$ cat src/rtl/cs_buffer_pkg.sv
package cs_buffer_pkg;

    // ********************************************************
    // Control port map
    // ********************************************************
    localparam logic [6:0] CTRL_OFFSET       = 7'h00;
    localparam logic [6:0] STATUS_OFFSET     = 7'h01;
    localparam logic [6:0] IDENT_OFFSET      = 7'h02;
    localparam logic [6:0] STAGE_CS_BASE     = 7'h20;
    localparam logic [6:0] STAGE_USER_BASE   = 7'h50;
    localparam logic [6:0] STAGE_USER_END    = 7'h7f;

    // ********************************************************
    // Field positions and reset values
    // ********************************************************
    localparam int         CTRL_OPERATE_BIT  = 0;
    localparam int         CTRL_INHIBIT_BIT  = 1;
    localparam int         CTRL_IRQ_EN_BIT   = 2;
    localparam int         STATUS_XFER_BIT   = 0;
    localparam int         IDENT_PART_LSB    = 4;
    localparam int         IDENT_REV_LSB     = 0;
    localparam logic [2:0] CTRL_RESET        = 3'h0;

    // ********************************************************
    // Buffer geometry and timebase
    // ********************************************************
    localparam int BUF_WORDS       = 24;
    localparam int WORD_BITS       = 16;
    localparam int BLOCK_SUBFRAMES = 384;
    localparam int SUBFRAME_CLKS   = 128;
    localparam int SYNC_MIN_CLKS   = 3;

    typedef logic [BUF_WORDS-1:0][WORD_BITS-1:0] block_buf_t;

    typedef struct packed {
        logic [6:0] addr;
        logic [7:0] wdata;
        logic       wr;
        logic       rd;
    } cp_req_t;

    typedef struct packed {
        logic       sf_tick;
        logic [8:0] subframe;
    } timebase_t;

endpackage

$ cat src/rtl/block_timebase.sv
`timescale 1ns/1ps
`default_nettype none

module block_timebase
    import cs_buffer_pkg::*;
#(
    parameter int SF_CLKS  = SUBFRAME_CLKS,
    parameter int SYNC_MIN = SYNC_MIN_CLKS
)
(
    input  wire logic       sys_clk,
    input  wire logic       resetn,
    input  wire logic       sync_listen,
    input  wire logic       sync_level,
    output timebase_t       tb
);

    // Counter widths below cap the subframe length and the sync filter length
    if (SF_CLKS < 4 || SF_CLKS > 128 || SYNC_MIN < 1 || SYNC_MIN > 7)
    begin
        $error("block_timebase: unsupported parameters");
    end

    typedef struct packed {
        logic [6:0] cyc;
        logic [8:0] sub;
        logic [2:0] high_cnt;
        logic       pending;
        timebase_t  out;
    } tb_state_t;

    tb_state_t st_ff;
    tb_state_t nxt_st;

    // ********************************************************
    // Subframe and block counting
    // ********************************************************
    always_comb
    begin
        nxt_st = st_ff;
        nxt_st.out.sf_tick = 1'b0;
        if (st_ff.cyc == 7'(SF_CLKS - 1))
        begin
            nxt_st.cyc = 7'h0;
            if (st_ff.pending && sync_listen)
                nxt_st.sub = 9'h0;
            else if (st_ff.sub == 9'(BLOCK_SUBFRAMES - 1))
                nxt_st.sub = 9'h0;
            else
                nxt_st.sub = st_ff.sub + 9'h1;
            nxt_st.pending = 1'b0;
            nxt_st.out.sf_tick = 1'b1;
            nxt_st.out.subframe = nxt_st.sub;
        end
        else
            nxt_st.cyc = st_ff.cyc + 7'h1;
        // Counts run from reset release, so devices released together stay aligned
        // Sync is filtered after the tick so a pulse ending on a tick is not lost
        if (sync_listen && sync_level)
        begin
            if (st_ff.high_cnt != 3'(SYNC_MIN))
                nxt_st.high_cnt = st_ff.high_cnt + 3'h1;
            if (st_ff.high_cnt == 3'(SYNC_MIN - 1))
                nxt_st.pending = 1'b1;
        end
        else
            nxt_st.high_cnt = 3'h0;
    end

    always_ff @(posedge sys_clk or negedge resetn)
    begin
        if (!resetn)
            st_ff <= '0;
        else
            st_ff <= nxt_st;
    end

    assign tb = st_ff.out;

endmodule

`default_nettype wire

$ cat src/rtl/cs_buffer_top.sv
`timescale 1ns/1ps
`default_nettype none

// Notes on behaviour
// - Reset low clears every register and buffer except bs_oe_n, which it sets to release the block start pin.
// - After reset the port works; writing 1 to operate starts transmission.
// - A readable register holds a 4-bit part code and 4-bit revision.
// - Timing starts deterministically from reset release so grouped devices align.
// - Storage holds 384 channel status bits and 384 user bits.
// - Two cascaded block buffers; blocks captured, retimed, then transmitted.
// - Staging is host read/write; transmit buffer only fed by block transfers.
// - Byte MSB goes out first; byte 0 at 20h is A channel pro flag.
// - Driven block start high in first subframe; received high 3 clocks restarts.
// - Staging is 24 words of 16 bits; status words A upper byte, B lower.
// - Inhibit bit stops transfers; enabled event flag signals each transfer.
module cs_buffer_top
    import cs_buffer_pkg::*;
#(
    parameter logic [3:0] PART_CODE = 4'h5, // Arbitrary value
    parameter logic [3:0] REV_CODE  = 4'h1  // Arbitrary value
)
(
    input  wire logic       sys_clk,
    input  wire logic       resetn,
    input  wire cp_req_t    cp_req,
    output logic [7:0]      cp_rdata,
    output logic            cp_rvalid,
    input  wire logic       block_start_drive,
    input  wire logic       block_start_sync_i,
    output logic            block_start_sync_o,
    output logic            block_start_sync_oe_n,
    output logic            cs_bit,
    output logic            user_bit,
    output logic            bit_valid,
    output logic            transmitting,
    output logic            xfer_irq
);

    typedef struct packed {
        logic [2:0] ctrl;
        logic       xfer_flag;
        block_buf_t stage_cs;
        block_buf_t stage_user;
        block_buf_t tx_cs;
        block_buf_t tx_user;
        logic [7:0] rdata;
        logic       rvalid;
        logic       bs_o;
        logic       bs_oe_n;
        logic       cs;
        logic       usr;
        logic       valid;
        logic       run;
        logic       irq;
    } top_state_t;

    top_state_t st_ff;
    top_state_t nxt_st;
    timebase_t  tb;

    block_timebase #(
        .SF_CLKS  (SUBFRAME_CLKS),
        .SYNC_MIN (SYNC_MIN_CLKS)
    ) u_timebase (
        .sys_clk     (sys_clk),
        .resetn      (resetn),
        .sync_listen (!block_start_drive),
        .sync_level  (block_start_sync_i),
        .tb          (tb)
    );

    // ********************************************************
    // Helpers
    // ********************************************************
    function automatic logic [4:0] word_of(input logic [6:0] off);
        word_of = 5'(off[6:1]);
    endfunction

    function automatic logic read_bit(input block_buf_t buf_v, input logic [8:0] sf,
                                      input logic is_user);
        logic [4:0] w;
        logic [3:0] pos;
        w = 5'(sf[8:4]);
        // Status words interleave A/B per bit; user words send the upper byte, then the lower byte
        if (is_user)
            pos = 4'hf - sf[3:0];
        else
            pos = {~sf[0], 3'h7 - sf[3:1]};
        read_bit = buf_v[w][pos];
    endfunction

    function automatic logic is_cs_addr(input logic [6:0] a);
        is_cs_addr = a >= STAGE_CS_BASE && a < STAGE_USER_BASE;
    endfunction

    // The user area runs to the top of the 7-bit address space
    function automatic logic is_user_addr(input logic [6:0] a);
        is_user_addr = a >= STAGE_USER_BASE;
    endfunction

    // Even offsets hold the upper byte (A channel in status words), odd offsets the lower byte
    function automatic logic [7:0] byte_of(input logic [15:0] wd, input logic lane);
        byte_of = lane ? wd[7:0] : wd[15:8];
    endfunction

    // ********************************************************
    // Control port and buffer transfer
    // ********************************************************
    always_comb
    begin
        logic [4:0] w;
        logic       xfer;
        w = 5'h0;
        xfer = 1'b0;
        nxt_st = st_ff;
        nxt_st.rvalid = cp_req.rd;
        nxt_st.rdata = 8'h0;
        nxt_st.irq = 1'b0;

        if (cp_req.rd)
        begin
            if (cp_req.addr == CTRL_OFFSET)
                nxt_st.rdata = {5'h0, st_ff.ctrl};
            else if (cp_req.addr == STATUS_OFFSET)
                nxt_st.rdata = {7'h0, st_ff.xfer_flag};
            else if (cp_req.addr == IDENT_OFFSET)
                nxt_st.rdata = {PART_CODE, REV_CODE};
            else if (is_cs_addr(cp_req.addr))
            begin
                w = word_of(cp_req.addr - STAGE_CS_BASE);
                nxt_st.rdata = byte_of(st_ff.stage_cs[w], cp_req.addr[0]);
            end
            else if (is_user_addr(cp_req.addr))
            begin
                w = word_of(cp_req.addr - STAGE_USER_BASE);
                nxt_st.rdata = byte_of(st_ff.stage_user[w], cp_req.addr[0]);
            end
        end

        if (cp_req.wr)
        begin
            if (cp_req.addr == CTRL_OFFSET)
                nxt_st.ctrl = cp_req.wdata[2:0];
            else if (cp_req.addr == STATUS_OFFSET && cp_req.wdata[STATUS_XFER_BIT])
                nxt_st.xfer_flag = 1'b0;
            else if (is_cs_addr(cp_req.addr))
            begin
                w = word_of(cp_req.addr - STAGE_CS_BASE);
                if (cp_req.addr[0])
                    nxt_st.stage_cs[w][7:0] = cp_req.wdata;
                else
                    nxt_st.stage_cs[w][15:8] = cp_req.wdata;
            end
            else if (is_user_addr(cp_req.addr))
            begin
                w = word_of(cp_req.addr - STAGE_USER_BASE);
                if (cp_req.addr[0])
                    nxt_st.stage_user[w][7:0] = cp_req.wdata;
                else
                    nxt_st.stage_user[w][15:8] = cp_req.wdata;
            end
        end

        // A transfer takes the staging contents as they stood before this cycle's write
        // Transfers follow the timebase even while stopped, so the host can pace writes
        xfer = tb.sf_tick && tb.subframe == 9'h0 && !st_ff.ctrl[CTRL_INHIBIT_BIT];
        if (xfer)
        begin
            nxt_st.tx_cs = st_ff.stage_cs;
            nxt_st.tx_user = st_ff.stage_user;
            nxt_st.xfer_flag = 1'b1;
            nxt_st.irq = st_ff.ctrl[CTRL_IRQ_EN_BIT];
        end

        // ********************************************************
        // Serial bit source and block start pin
        // ********************************************************
        nxt_st.run = st_ff.ctrl[CTRL_OPERATE_BIT];
        nxt_st.valid = 1'b0;
        if (tb.sf_tick && st_ff.run)
        begin
            nxt_st.cs = read_bit(nxt_st.tx_cs, tb.subframe, 1'b0);
            nxt_st.usr = read_bit(nxt_st.tx_user, tb.subframe, 1'b1);
            nxt_st.valid = 1'b1;
        end
        else if (!st_ff.run)
        begin
            nxt_st.cs = 1'b0;
            nxt_st.usr = 1'b0;
        end
        // Pin stays released while idle so a stopped device never fights the group
        nxt_st.bs_oe_n = !(block_start_drive && st_ff.run);
        if (tb.sf_tick)
            nxt_st.bs_o = tb.subframe == 9'h0;
    end

    always_ff @(posedge sys_clk or negedge resetn)
    begin
        if (!resetn)
        begin
            st_ff <= '0;
            st_ff.ctrl <= CTRL_RESET;
            st_ff.bs_oe_n <= 1'b1;
        end
        else
            st_ff <= nxt_st;
    end

    assign cp_rdata = st_ff.rdata;
    assign cp_rvalid = st_ff.rvalid;
    assign block_start_sync_o = st_ff.bs_o;
    assign block_start_sync_oe_n = st_ff.bs_oe_n;
    assign cs_bit = st_ff.cs;
    assign user_bit = st_ff.usr;
    assign bit_valid = st_ff.valid;
    assign transmitting = st_ff.run;
    assign xfer_irq = st_ff.irq;

endmodule

`default_nettype wire

$ cat config.mk
export PLATFORM = sky130hd
export DESIGN_NAME = cs_buffer_top
export DESIGN_NICKNAME = d
export VERILOG_FILES = /design/src/rtl/cs_buffer_pkg.sv /design/src/rtl/block_timebase.sv /design/src/rtl/cs_buffer_top.sv
export SDC_FILE = /design/constraint.sdc
export NUM_CORES = 2
export LEC_CHECK = 0
export ABC_AREA = 1
export ABC_CLOCK_PERIOD_IN_PS = 7800
export BUFFER_PORTS_ARGS = -buffer_cell sky130_fd_sc_hd__buf_4
export CORE_AREA = 2 2 501 503
export CTS_BUF_LIST = sky130_fd_sc_hd__clkbuf_16
export CTS_CLUSTER_DIAMETER = 40
export DETAILED_ROUTE_END_ITERATION = 8
export DIE_AREA = 0 0 503 505
export SYNTH_ARGS = -nofsm -noshare
export SYNTH_HDL_FRONTEND = slang
export SYNTH_SLANG_ARGS = --single-unit
$ cat constraint.sdc
create_clock -name sys_clk -period 7.8 [get_ports sys_clk]
set_input_delay 1.17 -clock sys_clk [delete_from_list [all_inputs] [get_ports sys_clk]]
set_output_delay 1.17 -clock sys_clk [all_outputs]
set_load 0.005 [all_outputs]
# == Word-level counts from Yosys, hierarchy flattened ==
# Cells that the tools add are included.
# classes
n_addsub,7
n_lt_le_gt_ge,10
eq_ne,9
n_mux,57
bitwise,4
reduce_logical,21
# ops
cell,count
$mux 384,5
$mux 769,2
$bwmux 384,4
$mux 768,2
$bmux 16 s5,4
$demux 16 s5,4
$mux 16,6
$mux 8,10
$lt 5x6->1 const B,3
$mux 9,2
$mux 11,1
$ge 5x1->1 const B,2
$logic_and 1x1->1,10
$lt 4x5->1 const B,2
$add 9x1->9 const B,1
$eq 9x9->1 const B,1
$logic_not 9->1,1
$bmux 1 s4,2
$mux 1,8
$mux 4,2
$add 7x1->7 const B,1
$eq 7x1->1 const B,1
$eq 7x2->1 const B,1
$eq 7x7->1 const B,1
23 further kinds,32
# word_totals
register_bits,1577
in_bits,21
out_inout_bits,16
wordCells,220

# == Logic depth before layout (Yosys ltp) ==
# depth
word_depth,13
depth_mapped,26
ltp_nobuf,24

# == Modules after synthesis ==
# Synthesis repeated with hierarchy kept, for this count alone.
# hier_totals
cells_unflattened,9582
area_unflattened_um2,75860.3
# by_module_without_submodules
module,n_inst,cells_each,area_each_um2,seq_area_each_um2
cs_buffer_top,1,9432,74671.6,38938.6
block_timebase,1,150,1188.6,525.5

# == Worst setup path before layout ==
# No wires, ideal clock.
# synth_path
path_type,input to register
start,in cp_req[14] (netlist name)
end,reg (tool-made name)
setup_ps,133
t_arrival_ps,3371
path_slack_ps,4296
stages,20
cell_sequence,inv_1 > clkbuf_1 > clkbuf_1 > ha_1 > inv_1 > nor2_1 > inv_1 > nor2_2 > inv_2 > nand2_1 > a21oi_1 > inv_2 > nor2_1 > inv_2 > nor2_1 > buf_2 > nand3_1 > buf_2 > nand2_1 > o21ai_0
# synth_rtl
element,line,source
from (decl),cs_buffer_top.sv:25,"input wire cp_req_t cp_req,"

# == Worst setup path after layout ==
# layout_path
start,reg u_timebase.st_ff (netlist bit u_timebase.tb[0])
end,reg st_ff (netlist bit cs_bit)
# layout_via
elab_chain_cells,9
elab_cells_between_ends,11
cone_classes,mux: 7; bitwise: 1; reduce/logical: 3
# layout_lines
element,line,source
from (decl),block_timebase.sv:32,tb_state_t st_ff;
from (signal assigned),block_timebase.sv:75,st_ff <= nxt_st;
$logic_not 9->1,cs_buffer_top.sv:166,xfer = tb.sf_tick && tb.subframe == 9'h0 && !st_ff.ctrl[CTRL_INHIBIT_BIT];
$logic_and 1x1->1 (2 in a row),cs_buffer_top.sv:166,
$mux 768,cs_buffer_top.sv:167,if (xfer)
$bmux 16 s5,cs_buffer_top.sv:89,read_bit = buf_v[w][pos];
$mux 16 (implied by the code),cs_buffer_top.sv:89,
$bmux 1 s4 (*),cs_buffer_top.sv:89,
$mux 1 (implied by the code) (*),cs_buffer_top.sv:89,
$mux 2 (*),cs_buffer_top.sv:180,if (tb.sf_tick && st_ff.run)
to (signal assigned),cs_buffer_top.sv:206,st_ff <= nxt_st;
to (decl),cs_buffer_top.sv:57,top_state_t st_ff;
# Mark *: on every way between the ends. The rest lies on a longest branch, timed or not. The select of a mux whose other input is x is not followed.
# A chain may end at the register's enable or synchronous reset.

==> impl_metrics.env <==
export IMPL_postCtsHoldBufs=0
export IMPL_syn_num_nets=9414
export IMPL_htreeDepth=4
export IMPL_final_cell_mix="nand2_1 (3405), dfrtp_1 (1574), o21ai_0 (899)"
export IMPL_synth_cells=9382
export IMPL_relSlewSlack=0.01397
export IMPL_rsz0062_at_grt="false"
export IMPL_setup_viol=0
export IMPL_drt_iter0_drc=8689
export IMPL_async_flop_share=1.000
export IMPL_clock_latency_ps=880
export IMPL_io_pins=37
export IMPL_cts_tree="built"
export IMPL_hold_class="in -> async"
export IMPL_synth_flop_cell="dfrtp_1"
export IMPL_die_h_microns=505
export IMPL_overflow=0
export IMPL_grt_use_total=0.2185
export IMPL_place_congestion=0.9880
export IMPL_ir_drop_mv=0.2402
export IMPL_start_util=0.2993
export IMPL_drive_above_1_share=0.06154
export IMPL_drc=0
export IMPL_fin_nets=9106
export IMPL_post_route_period_util=0.7059
export IMPL_grt_antenna_before_repair=9
export IMPL_avgViaCountPerCell=5.340
export IMPL_path_class="reg -> reg"
export IMPL_violations="capacitance limit"
export IMPL_max_cap_viol_count=1
export IMPL_setup_tns_ps=0
export IMPL_die_x_microns=503
export IMPL_reg2reg_slack_ps=2290
export IMPL_r2r_cells=22
export IMPL_r2r_end="cs_bit"
export IMPL_place_hpwl_mm=162.3
export IMPL_worst_ep_required_time_ps=8560
export IMPL_finClkSkew_ps=47.96
export IMPL_num_rows=183
export IMPL_hold_viol=0
export IMPL_yosysTopAreaCellShare=0.5309
export IMPL_post_cts_buffers=0
export IMPL_leakage_nw=39.85
export IMPL_max_freq_mhz=181.6
export IMPL_synth_edf_count=0
export IMPL_yosysWarnings=0
export IMPL_worst_pin_slew_ps=1474
export IMPL_drtPass1Iterations=6
export IMPL_final_common_cell="nand2_1"
export IMPL_port_buffers=36
export IMPL_fin_hold_ws_ps=275.4
export IMPL_critPathLaunchType="flop"
export IMPL_period_needed_ps=5506
export IMPL_drt_antenna_violating_nets=0
export IMPL_p_per_area_nw_per_um2=238.1
export IMPL_ys_types=46
export IMPL_rr_startpoint="u_timebase.tb[0]"
export IMPL_arrival_ps=6270
export IMPL_cts_repair_resized=0
export IMPL_core_area_sq_um=248200
export IMPL_utilization=0.3405
export IMPL_synthTopCellsByArea="dfrtp_1 (53%), nand2_1 (17%), o21ai_0 (6.1%), nand3_1 (4.6%), inv_1 (3.3%)"
export IMPL_cts_root_buf="clkbuf_16"
export IMPL_wirelength_mm=282.8
export IMPL_yosysTopAreaCell="dfrtp_1"
export IMPL_area_delta_synth_final_pct=13.77
export IMPL_crit_path_end_kind="flop"
export IMPL_synth_cell_area_sq_um=74280
export IMPL_grt_max_degree=214
export IMPL_vias=67270
export IMPL_clk_pin_slew_ps=50
export IMPL_post_drt_wl_per_cell_microns=22.45
export IMPL_drv_slew=0
export IMPL_status="finished with violations"
export IMPL_grt_first_pass_wirelength_mm=422.1
export IMPL_cts_num_sinks=1577
export IMPL_grt_pass1_vias=64580
export IMPL_ys_ff_latch=1577
export IMPL_die_area_sq_um=254000
export IMPL_clock_path_buffers=3
export IMPL_ys_seq_area_frac=0.5313
export IMPL_postSynthAreaPerCell_sq_um=7.918
export IMPL_cp_max_fo=203
export IMPL_numCtsBuffers=219
-- worst max-delay path, cell delays in order, from the launching register on --
cell and delay, ps:
dfrtp_1 710, clkinv_1 530, ha_1 370, nand3_1 120
nor2_4 70, nand3_4 150, buf_12 600, buf_4 880
nand2_1 210, nand3_1 150, nand3_1 90, nand2_1 80
nand2_1 50, nand3_1 200, nand3_1 150, nand2_1 90
nand3_1 100, nand2_1 80, clkinv_1 60, nand2_1 160
nand2_1 70, nand3_1 80, nand2_1 60
-- worst max path at each step --
stage | depth (start not counted) | to | slack, ps | startpoint
after CTS | 23 | cs_bit | 2390 | u_timebase.tb[0]
after global placement | 15 | flop | 2270 | cp_req[11]
after detailed placement | 13 | flop | 2240 | cp_req[11]
after floorplan | 20 | flop | 4300 | cp_req[14]
after global routing | 23 | cs_bit | 2050 | u_timebase.tb[0]
final | 22 | cs_bit | 2290 | u_timebase.tb[0]
-- power by group --
part / internal, W / switching [W] / total [W]
Clock: 0.00612 / 0.00409 / 0.0102
Sequential: 0.00849 / 0.000230 / 0.00872
Combinational: 0.000287 / 0.000905 / 0.00119
-- cells in the mapped netlist (2+ instances only) --
cell type  instances
a211oi_1           2
a21oi_1           95
a221oi_1          71
a22o_1             2
a22oi_1           23
a31oi_1            5
a32o_1             3
and2_1            93
buf_1             86
buf_2            158
buf_4             12
buf_6             25
clkbuf_1         397
clkinv_1           7
dfrtp_1         1576
ha_1              11
inv_1            645
inv_2             12
nand2_1         3409
nand2_2            9
nand3_1          677
nand3_2            3
nand4_1          230
nor2_1           364
nor2_2             4
nor2_4             6
nor3_1            20
o2111ai_1         44
o211ai_1          74
o21a_1            44
o21ai_0          899
o21ai_1          180
o21bai_1           6
o221ai_1           3
o22ai_1          145
o2bb2ai_1          4
o311ai_0          24
o31ai_1            5
xor2_1             2
-- through the flow --
| stage | cell area (sq um) | std cells | setup WS, ps | total power, W |
|---|---|---|---|---|
| after global placement | 77020 | 12180 | 2270 | 0.009992 |
| final | 84510 | 12600 | 2294 | 0.02012 |
| after detailed placement | 77020 | 12180 | 2242 | 0.01002 |
| after global routing | 84500 | 12590 | 2052 | 0.02072 |
| after CTS | 84490 | 12590 | 2394 | 0.02018 |
| after floorplan | 74280 | 9382 | 4296 | 0.009391 |
-- per-layer routing --
layer | vias to the layer above | global-route usage | wire length [microns]
li1 | 30020 | - | -
met1 | 32900 | 0.2950 | 116000
met2 | 3628 | 0.3307 | 123900
met3 | 713 | 0.04661 | 27850
met4 | 4 | 0.1072 | 15020
met5 | - | 0 | 27
-- area by class of cell --
type | count | area (sq um)
diodes | 6 | 15.01
clock buffers | 222 | 5555
clock inverters | 187 | 1919
fillers | 25700 | 163700
inverters | 664 | 2549
multi-input cells | 6463 | 29420
flip-flops and latches | 1577 | 39470
well taps | 3330 | 4167
repair buffers | 149 | 1414
-- cell families after synthesis --
| logic type | share of synthesized area |
|---|---|
| AO/OA/AOI/OAI | 0.1256 |
| AND/OR/NAND/NOR | 0.2675 |
| buffers and inverters | 0.07361 |
| adder cells (fa/ha/maj) | 0.001853 |
| XOR/XNOR | 0.0002359 |
| flip-flops | 0.5313 |
Power figures use the tool's default switching activity.
